## config.mk

```make
export PLATFORM = sky130hd
export DESIGN_NAME = i2c_slave_interface
export DESIGN_NICKNAME = d
export VERILOG_FILES = /design/src/i2c_slave_pkg.sv /design/src/i2c_slave_interface.sv /design/src/i2c_two_entry_buf.sv
export VERILOG_INCLUDE_DIRS = /design/src
export SDC_FILE = /design/constraint.sdc
export NUM_CORES = 1
export LEC_CHECK = 0
export ABC_AREA = 0
export BUFFER_PORTS_ARGS = -buffer_cell sky130_fd_sc_hd__buf_2
export CAP_MARGIN = 20
export CORE_UTILIZATION = 33
export CTS_CLUSTER_SIZE = 8
export DETAILED_ROUTE_END_ITERATION = 12
export PLACE_DENSITY = 0.52
export SYNTH_ARGS = -nofsm -noshare
export SYNTH_HDL_FRONTEND = slang
export SYNTH_SLANG_ARGS = --single-unit
export TNS_END_PERCENT = 50
```

## constraint.sdc

```tcl
create_clock -name clk -period 3.1 [get_ports clk]
set_input_delay 0.62 -clock clk [delete_from_list [all_inputs] [get_ports clk]]
set_output_delay 0.62 -clock clk [all_outputs]
set_load 0.005 [all_outputs]
```

## src/i2c_slave_params.svh

```systemverilog
// constants for the two-wire slave: modes, counts, reset values, timing
// assumes the includer runs on a 20 MHz system clock
//
// Notes on behaviour
// - wake request on address match when enabled
// - received-ack flag 0 on master ack
// - keep sending while acked, else release
// - first seven bits MSB first are address
// - match sets matched flag and interrupt
// - eighth bit captured as read/write flag
// - drive low ack on ninth clock
// - start is sda fall, scl high; busy
// - interrupt on match, byte done, time-out
// - hold clock until software write or read
// - bytes eight bits, MSB first, after ack
// - receiver drives ack-control bit on ninth
// - received byte stored, written byte shifted
// - done flag clear moving, set finished
// - stop clears bus busy flag
// - address bits 7 to 1 compared only
`ifndef I2C_SLAVE_PARAMS_SVH
`define I2C_SLAVE_PARAMS_SVH

`define I2C_MODE_SLAVE    3'h6
`define I2C_BYTE_BITS     4'h8
`define I2C_ADDR_LSB      1
`define I2C_DONE_POR      1'h1
`define I2C_RXACK_POR     1'h1
`define I2C_CLK_PERIOD_NS 50
`define I2C_TO_UNIT_NS    1000000
`define I2C_TO_CNT_W      22
`define I2C_BUF_DEPTH     2

`endif

```

## src/i2c_slave_pkg.sv

```systemverilog
// types shared by the two-wire slave and its software side
// assumes the params header defines no types
package i2c_slave_pkg;

  typedef struct packed {
    logic       uart_select;
    logic [2:0] serial_mode_field;
    logic       serial_unit_en;
    logic [7:0] own_address_reg;
    logic       tx_rx_select;
    logic       tx_ack_ctrl;
    logic       wake_on_match_en;
    logic       serial_irq_en;
    logic       timeout_en;
    logic [5:0] timeout_sel;
  } i2c_cfg_t;

  typedef struct packed {
    logic transfer_done_flag;
    logic addr_matched_flag;
    logic bus_busy_flag;
    logic rw_dir_flag;
    logic rx_ack_flag;
    logic timeout_flag;
  } i2c_status_t;

  typedef enum logic [2:0] {
    ST_IDLE, ST_ADDR, ST_ACK, ST_HOLD, ST_RX, ST_PUSH, ST_TX, ST_IGNORE
  } i2c_state_t;

endpackage

```

## src/i2c_slave_interface.sv

```systemverilog
// two-wire bus slave: start/stop detect, address compare, byte shift, clock hold
// assumes scl/sda come from pins (synchronised here); software side is on clk
`timescale 1ns/1ps
`include "i2c_slave_params.svh"
module i2c_slave_interface
  import i2c_slave_pkg::*;
#(
  parameter int TO_UNIT_CYCLES = `I2C_TO_UNIT_NS / `I2C_CLK_PERIOD_NS
) (
  input  wire logic        clk,
  input  wire logic        reset_n,
  input  wire logic        scl_i,
  output logic             scl_o,
  output logic             scl_oe,
  input  wire logic        sda_i,
  output logic             sda_o,
  output logic             sda_oe,
  input  wire i2c_cfg_t    cfg,
  input  wire logic        data_wr,
  input  wire logic [7:0]  data_wr_byte,
  input  wire logic        data_rd,
  input  wire logic        timeout_flag_clr,
  output i2c_status_t      status,
  output logic             rx_valid,
  input  wire logic        rx_ready,
  output logic      [7:0]  serial_data_reg,
  output logic             irq,
  output logic             wake_req
);
  localparam i2c_status_t STATUS_POR = '{transfer_done_flag: `I2C_DONE_POR, addr_matched_flag: 1'b0,
                                         bus_busy_flag: 1'b0, rw_dir_flag: 1'b0,
                                         rx_ack_flag: `I2C_RXACK_POR, timeout_flag: 1'b0};

  // pin synchronisers: first stage read only by second
  logic scl_m_q, scl_s_q, scl_p_q, sda_m_q, sda_s_q, sda_p_q;
  always_ff @(posedge clk or negedge reset_n) begin
    if (!reset_n) begin
      scl_m_q <= 1'b1;
      scl_s_q <= 1'b1;
      scl_p_q <= 1'b1;
      sda_m_q <= 1'b1;
      sda_s_q <= 1'b1;
      sda_p_q <= 1'b1;
    end else begin
      scl_m_q <= scl_i;
      scl_s_q <= scl_m_q;
      scl_p_q <= scl_s_q;
      sda_m_q <= sda_i;
      sda_s_q <= sda_m_q;
      sda_p_q <= sda_s_q;
    end
  end

  logic scl_rise, scl_fall, start_det, stop_det, enabled;
  assign scl_rise  = scl_s_q & ~scl_p_q;
  assign scl_fall  = ~scl_s_q & scl_p_q;
  assign start_det = scl_s_q & scl_p_q & sda_p_q & ~sda_s_q;
  assign stop_det  = scl_s_q & scl_p_q & ~sda_p_q & sda_s_q;
  assign enabled   = cfg.serial_unit_en & ~cfg.uart_select & (cfg.serial_mode_field == `I2C_MODE_SLAVE);

  function automatic logic [`I2C_TO_CNT_W-1:0] to_limit(input logic [5:0] sel);
    to_limit = `I2C_TO_CNT_W'((32'(sel) + 32'd1) * 32'(TO_UNIT_CYCLES));
  endfunction

  i2c_state_t                state_q, state_d;
  logic [3:0]                bitcnt_q, bitcnt_d;
  logic [7:0]                rxsh_q, rxsh_d, txsh_q, txsh_d;
  logic                      ack_tx_q, ack_tx_d;
  logic                      ack_data_q, ack_data_d;
  logic                      sda_oe_q, sda_oe_d;
  logic                      irq_q, irq_d, wake_q, wake_d;
  logic                      to_act_q, to_act_d;
  logic                      late_hold_q, late_hold_d;
  logic [`I2C_TO_CNT_W-1:0]  to_cnt_q, to_cnt_d;
  i2c_status_t               st_q, st_d;
  logic                      buf_in_valid, buf_in_ready;

  assign buf_in_valid = (state_q == ST_PUSH) |
                        ((state_q == ST_RX) & scl_fall & (bitcnt_q == `I2C_BYTE_BITS));

  always_comb begin
    state_d    = state_q;
    bitcnt_d   = bitcnt_q;
    rxsh_d     = rxsh_q;
    txsh_d     = txsh_q;
    ack_tx_d   = ack_tx_q;
    ack_data_d = ack_data_q;
    sda_oe_d   = sda_oe_q;
    irq_d      = 1'b0;
    wake_d     = 1'b0;
    late_hold_d = 1'b0;
    to_act_d   = to_act_q;
    to_cnt_d   = to_cnt_q;
    st_d       = st_q;
    if (timeout_flag_clr) st_d.timeout_flag = 1'b0;

    case (state_q)
      ST_ADDR: begin
        if (scl_rise) begin
          rxsh_d   = {rxsh_q[6:0], sda_s_q};
          bitcnt_d = bitcnt_q + 4'h1;
        end else if (scl_fall && bitcnt_q == `I2C_BYTE_BITS) begin
          if (rxsh_q[7:1] == cfg.own_address_reg[7:`I2C_ADDR_LSB]) begin
            st_d.addr_matched_flag = 1'b1;
            st_d.rw_dir_flag       = rxsh_q[0];
            irq_d                  = cfg.serial_irq_en;
            wake_d                 = cfg.wake_on_match_en;
            sda_oe_d   = 1'b1;
            ack_tx_d   = 1'b0;
            ack_data_d = 1'b0;
            to_act_d   = 1'b1;
            state_d    = ST_ACK;
          end else begin
            state_d = ST_IGNORE;
          end
        end
      end
      ST_ACK: begin
        // sample master ack after transmitted byte
        if (scl_rise && ack_tx_q) st_d.rx_ack_flag = sda_s_q;
        if (scl_fall) begin
          sda_oe_d = 1'b0;
          bitcnt_d = 4'h0;
          st_d.transfer_done_flag = 1'b1;
          irq_d = cfg.serial_irq_en & ack_data_q;
          // release on no ack and wait for stop
          if (ack_tx_q && st_q.rx_ack_flag) state_d = ST_IGNORE;
          else state_d = ST_HOLD;
        end
      end
      ST_HOLD: begin
        if (cfg.tx_rx_select && data_wr) begin
          txsh_d   = data_wr_byte;
          sda_oe_d = ~data_wr_byte[7];
          st_d.transfer_done_flag = 1'b0;
          state_d  = ST_TX;
        end else if (!cfg.tx_rx_select && data_rd) begin
          st_d.transfer_done_flag = 1'b0;
          state_d  = ST_RX;
        end
      end
      ST_RX: begin
        if (scl_rise) begin
          rxsh_d   = {rxsh_q[6:0], sda_s_q};
          bitcnt_d = bitcnt_q + 4'h1;
        end else if (scl_fall && bitcnt_q == `I2C_BYTE_BITS) begin
          // byte enters buffer at once; stall only when it is full
          if (buf_in_ready) begin
            // ack level set up in the low phase
            sda_oe_d   = ~cfg.tx_ack_ctrl;
            ack_tx_d   = 1'b0;
            ack_data_d = 1'b1;
            state_d    = ST_ACK;
          end else begin
            state_d = ST_PUSH;
          end
        end
      end
      ST_PUSH: begin
        // received byte waits in rxsh until buffer has room; clock held while buffer is full
        if (buf_in_ready) begin
          // keep scl low one more cycle so the ack level settles first
          late_hold_d = 1'b1;
          sda_oe_d   = ~cfg.tx_ack_ctrl;
          ack_tx_d   = 1'b0;
          ack_data_d = 1'b1;
          state_d    = ST_ACK;
        end
      end
      ST_TX: begin
        if (scl_fall) begin
          if (bitcnt_q == `I2C_BYTE_BITS - 4'h1) begin
            sda_oe_d   = 1'b0;
            ack_tx_d   = 1'b1;
            ack_data_d = 1'b1;
            state_d    = ST_ACK;
          end else begin
            txsh_d   = {txsh_q[6:0], 1'b0};
            sda_oe_d = ~txsh_q[6];
            bitcnt_d = bitcnt_q + 4'h1;
          end
        end
      end
      ST_IDLE, ST_IGNORE: ;
      default: state_d = ST_IDLE;
    endcase

    // time-out: run after match, restart on each scl fall
    if (to_act_q) begin
      to_cnt_d = scl_fall ? '0 : to_cnt_q + 1'b1;
      if (cfg.timeout_en && to_cnt_q >= to_limit(cfg.timeout_sel)) begin
        st_d              = STATUS_POR;
        st_d.timeout_flag = 1'b1;
        irq_d             = cfg.serial_irq_en;
        to_act_d          = 1'b0;
        sda_oe_d          = 1'b0;
        state_d           = ST_IDLE;
      end
    end

    if (start_det) begin
      st_d.bus_busy_flag      = 1'b1;
      st_d.addr_matched_flag  = 1'b0;
      st_d.transfer_done_flag = 1'b0;
      sda_oe_d = 1'b0;
      bitcnt_d = 4'h0;
      state_d  = ST_ADDR;
    end else if (stop_det) begin
      st_d.bus_busy_flag     = 1'b0;
      st_d.addr_matched_flag = 1'b0;
      sda_oe_d = 1'b0;
      to_act_d = 1'b0;
      state_d  = ST_IDLE;
    end
    if (!to_act_d) to_cnt_d = '0;

    if (!enabled) begin
      st_d              = STATUS_POR;
      st_d.timeout_flag = st_q.timeout_flag & ~timeout_flag_clr;
      state_d  = ST_IDLE;
      sda_oe_d = 1'b0;
      to_act_d = 1'b0;
      irq_d    = 1'b0;
      wake_d   = 1'b0;
    end
  end

  always_ff @(posedge clk or negedge reset_n) begin
    if (!reset_n) begin
      state_q    <= ST_IDLE;
      bitcnt_q   <= 4'h0;
      rxsh_q     <= 8'h00;
      txsh_q     <= 8'h00;
      ack_tx_q   <= 1'b0;
      ack_data_q <= 1'b0;
      sda_oe_q   <= 1'b0;
      irq_q      <= 1'b0;
      wake_q     <= 1'b0;
      to_act_q   <= 1'b0;
      late_hold_q <= 1'b0;
      to_cnt_q   <= '0;
      st_q       <= STATUS_POR;
    end else begin
      state_q    <= state_d;
      bitcnt_q   <= bitcnt_d;
      rxsh_q     <= rxsh_d;
      txsh_q     <= txsh_d;
      ack_tx_q   <= ack_tx_d;
      ack_data_q <= ack_data_d;
      sda_oe_q   <= sda_oe_d;
      irq_q      <= irq_d;
      wake_q     <= wake_d;
      to_act_q   <= to_act_d;
      late_hold_q <= late_hold_d;
      to_cnt_q   <= to_cnt_d;
      st_q       <= st_d;
    end
  end

  i2c_two_entry_buf #(
    .WIDTH (8),
    .DEPTH (`I2C_BUF_DEPTH)
  ) u_rx_buf (
    .clk       (clk),
    .reset_n   (reset_n),
    .in_valid  (buf_in_valid),
    .in_ready  (buf_in_ready),
    .in_data   (rxsh_q),
    .out_valid (rx_valid),
    .out_ready (rx_ready),
    .out_data  (serial_data_reg)
  );

  assign sda_o    = 1'b0;
  assign sda_oe   = sda_oe_q;
  assign scl_o    = 1'b0;
  // stretch while waiting for software or buffer room
  assign scl_oe   = (state_q == ST_HOLD) | (state_q == ST_PUSH) | late_hold_q;
  assign status   = st_q;
  assign irq      = irq_q;
  assign wake_req = wake_q;
endmodule // i2c_slave_interface

```

## src/i2c_two_entry_buf.sv

```systemverilog
// small fifo with valid/ready on both sides for received bytes
// assumes a single clock domain and asynchronous active-low reset
`timescale 1ns/1ps
module i2c_two_entry_buf #(
  parameter int WIDTH = 8,
  parameter int DEPTH = 2
) (
  input  wire logic             clk,
  input  wire logic             reset_n,
  input  wire logic             in_valid,
  output logic                  in_ready,
  input  wire logic [WIDTH-1:0] in_data,
  output logic                  out_valid,
  input  wire logic             out_ready,
  output logic      [WIDTH-1:0] out_data
);
  localparam int AW = (DEPTH > 1) ? $clog2(DEPTH) : 1;

  logic [WIDTH-1:0] mem_q [DEPTH];
  logic [AW-1:0]    wp_q, wp_d, rp_q, rp_d;
  logic [AW:0]      cnt_q, cnt_d;
  logic             push, pop;

  function automatic logic [AW-1:0] inc(input logic [AW-1:0] p);
    inc = (p == AW'(DEPTH - 1)) ? '0 : p + 1'b1;
  endfunction

  assign in_ready  = (cnt_q != (AW+1)'(DEPTH));
  assign out_valid = (cnt_q != '0);
  assign out_data  = mem_q[rp_q];
  assign push      = in_valid & in_ready;
  assign pop       = out_valid & out_ready;

  always_comb begin
    wp_d  = push ? inc(wp_q) : wp_q;
    rp_d  = pop ? inc(rp_q) : rp_q;
    cnt_d = cnt_q + (AW+1)'(push) - (AW+1)'(pop);
  end

  always_ff @(posedge clk or negedge reset_n) begin
    if (!reset_n) begin
      wp_q  <= '0;
      rp_q  <= '0;
      cnt_q <= '0;
      for (int i = 0; i < DEPTH; i++) mem_q[i] <= '0;
    end else begin
      wp_q  <= wp_d;
      rp_q  <= rp_d;
      cnt_q <= cnt_d;
      if (push) mem_q[wp_q] <= in_data;
    end
  end
endmodule // i2c_two_entry_buf

```

==> metrics.md <==
| Metric | Value |
|---|---|
| PD cells | 470.7 nW/µm² |
| Worst r2r src | to_cnt_q[5] |
| Max-slew violations | 0 |
| Share of layout cells above drive strength 1 | 30.13% |
| Total GRT Usage | 16.55% |
| Crit. End Element | flip-flop |
| LEAKAGE | 3.445 nW |
| Row Count | 47 |
| Cell Area, Synth | 5620 µm² |
| Slew margin rel. | 53.06% |
| Worst Tran Pin Value | 0.7041 ns |
| Post-route setup TNS | -73.89 ns |
| Core area | 16580 µm² |
| DIE AREA | 17560 µm² |
| Synthesized flop and latch total | 83 |
| Die W | 132.5 µm |
| Synth cell types | 63 |
| I/O Buffers | 57 |
| Top_reg_cell synth | dfrtp_1 |
| Io pins | 61 |
| DP Wirelength | 10.29 mm |
| H-tree depth | 3 |
| Initial antenna violation count | 0 |
| Synth top area cells | dfrtp_1, ha_1, mux2_2, nand2_1, a21oi_1 |
| Worst Setup Path Type | input port to flip-flop |
| Synth cell count leaders | dfrtp_1, ha_1, nand2_1 |
| Fin. Hold Viols | 0 |
| Antenna Nets Post-Route | 0 |
| Largest net degree at the start of global routing | 52 |
| Max Clock Freq | 0.1852 GHz |
| Synth warn | 0 |
| Clk root buf | clkbuf_16 |
| RSZ-0062 raised after global routing | true |
| Util after Layout | 43.30% |
| Initial DRC Count | 209 |
| Syn Area/Cell | 9.741 µm² |
| Failing checks | negative setup slack |
| Ant diodes | 0 |
| Clock Latency Late Sink | 0.34 ns |
| Reg2reg end | to_cnt_q[7] |
| Initial Util | 33.89% |
| Worst IR Drop VDD | 373.2 µV |
| # fillers | 1596 |
| Clock slew at reported path FFs | 0.06 ns |
| CP startpoint | cfg[0] |
| Clk sinks | 83 |
| DR DRC count | 0 |
| Clk_skew | 0.008342 ns |
| Data arrival time of the worst path | 5.66 ns |
| CTS tree | done |
| Fin crit period | 5.399 ns |
| Die Ht | 132.5 µm |
| Drt wl/cell | 15.31 µm |
| Data required time at the worst endpoint | 3.36 ns |
| Hold crit path type | input port to asynchronous set/reset pin |
| Crit share post-route | 174.2% |
| Worst Path Max Fanout | 5 |
| Tot Pwr | 3.380 mW |
| Post-synth top area share | 33.39% |
| Vias in the first global route | 4732 |
| Drt first pass iters | 4 |
| PnR worst setup slack | -2.299 ns |
| Outcome | complete, but fails checks |
| Cell Count, Final, Fillers Out | 907 |
| Multi-input logic area | 3551 µm² |
| Global-route wire length before repair | 23.34 mm |
| GR Overflow Total | 0 |
| GPL Wtd Cong | 0.8305 |
| R2R cell count | 14 |
| Ys async rst share | 100.0% |
| Startpoint types | input port |
| Worst reg2reg setup slack | 0.58 ns |
| Area Growth Syn to Fin | 27.76% |
| Vias | 4662 |
| Number of max-cap violations | 0 |
| Via/cell ratio | 5.140 |
| Cells after DPL | 881 |
| CTS buffer count | 9 |
| Seq. cell area | 2087 µm² |
| Final setup fails | 34 |
| Routed wire length | 13.89 mm |
| Nets@finish | 791 |
| Count leader, synth | dfrtp_1 |
| Max Root-Sink Buffers | 2 |
| Register area share after synthesis | 37.13% |
| Leading area contributor after synthesis | dfrtp_1 |
| Cts hold-fix bufs | 0 |
| Number of flops mapped to enable cells by yosys | 0 |
| Syn Inst Count | 577 |
| Fin Hold WS | 0.3273 ns |
placed cells by master (no fill, tap or decap), types with 5 or more instances in the layout:
master      n
nor3_1     12
inv_1      32
nand3_1    13
xor2_1     13
nand2b_1   10
nor2_1     26
a31oi_1    18
nand4_1     7
nand2_1    55
dfrtp_1    75
mux2_2     31
a21o_1      8
and2_1      5
buf_4      43
and3_1      9
dfstp_2     8
o21ai_0    22
buf_2      53
a21oi_1    36
ha_4        6
nor2b_1     5
clkbuf_16  11
a21oi_2     5
xnor2_1    12
fa_1        8
ha_1       54
buf_6       5
mux2i_1    10
layer usage:
layer  track usage [%]  routed length, µm  vias up
met4             4.662                200        0
li1                  -                  -     2287
met5                 0                  0        -
met2             28.71               6997       96
met3             3.218                570       16
met1             20.84               6121     2263
registers in the layout (all words and copies together), names as in the netlist, 2 cells and up:
name            count
status              6
bitcnt_q            4
to_cnt_q           22
u_rx_buf.mem_q     16
rxsh_q              8
txsh_q              7
u_rx_buf.cnt_q      2
state_q             3
repair_timing:
item                                    4_1_cts  5_1_grt
buffers inserted                              4        2
endpoints found under the hold margin         0        0
gates cloned                                  2        2
pin swaps                                    30        8
endpoints found under the setup margin       34       34
gates resized for setup                      20       13
report_power, final:
part           internal [mW]  switching [mW]  total (mW)
sequential              1.11          0.0478        1.16
clock                  0.596           0.455        1.05
combinational          0.603           0.566        1.17
layout make-up:
type / count / share of cell area [%]
inverter: 34 / 1.777
sequential: 83 / 29.06
timing repair buffer: 110 / 11.76
clock buffer: 11 / 3.520
clock inverter: 5 / 0.5924
tap: 220 / 3.833
multi-input combinational: 444 / 49.45
cells by family after synthesis:
logic type | Yosys count | synth area share (%)
buffers and inverters | 51 | 3.851
and+or+nand+nor | 173 | 15.87
other | 1 | 0.06672
xor gates and xnor gates | 28 | 4.363
AOI/OAI and AO/OA | 131 | 14.29
muxes | 41 | 7.992
adders and majority gates | 69 | 16.43
DFF | 83 | 37.13
stage by stage:
step | setup slack [ns] | instance area [µm²]
floorplan | -2.246 | 5781
global placement | -2.545 | 6580
detailed placement | -2.754 | 6580
CTS | -2.351 | 7047
global route | -2.539 | 7181
finish | -2.299 | 7181
worst max path at each step:
| stage | endpoint | slack (ns) | cells after the start |
|---|---|---|---|
| final | to_cnt_q[7] | -2.30 | 28 |
| after global routing | to_cnt_q[13] | -2.54 | 28 |
| after CTS | to_cnt_q[13] | -2.35 | 28 |
| after detailed placement | state_q[1] | -2.75 | 27 |
| after global placement | state_q[1] | -2.55 | 27 |
| after floorplan | to_cnt_q[17] | -2.25 | 27 |
worst max-delay path, cell delays in order:
cell       delay, ns
buf_8           0.08
and3_4          0.19
nand3_4         0.08
xnor2_4         0.16
buf_6           0.12
fa_1            0.45
fa_1            0.55
ha_4            0.22
ha_4            0.25
ha_4            0.24
a21o_1          0.18
a21oi_2         0.11
o211ai_1        0.12
a21o_1          0.20
a21o_1          0.17
a21o_1          0.16
a21oi_2         0.17
ha_4            0.23
a21oi_2         0.15
o21ai_2         0.09
a211oi_2        0.20
o21ai_2         0.13
a21oi_4         0.21
buf_12          0.14
buf_12          0.10
clkbuf_16       0.13
a21oi_1         0.05
a31oi_1         0.14
No activity file was read; power rests on OpenSTA's default activity.
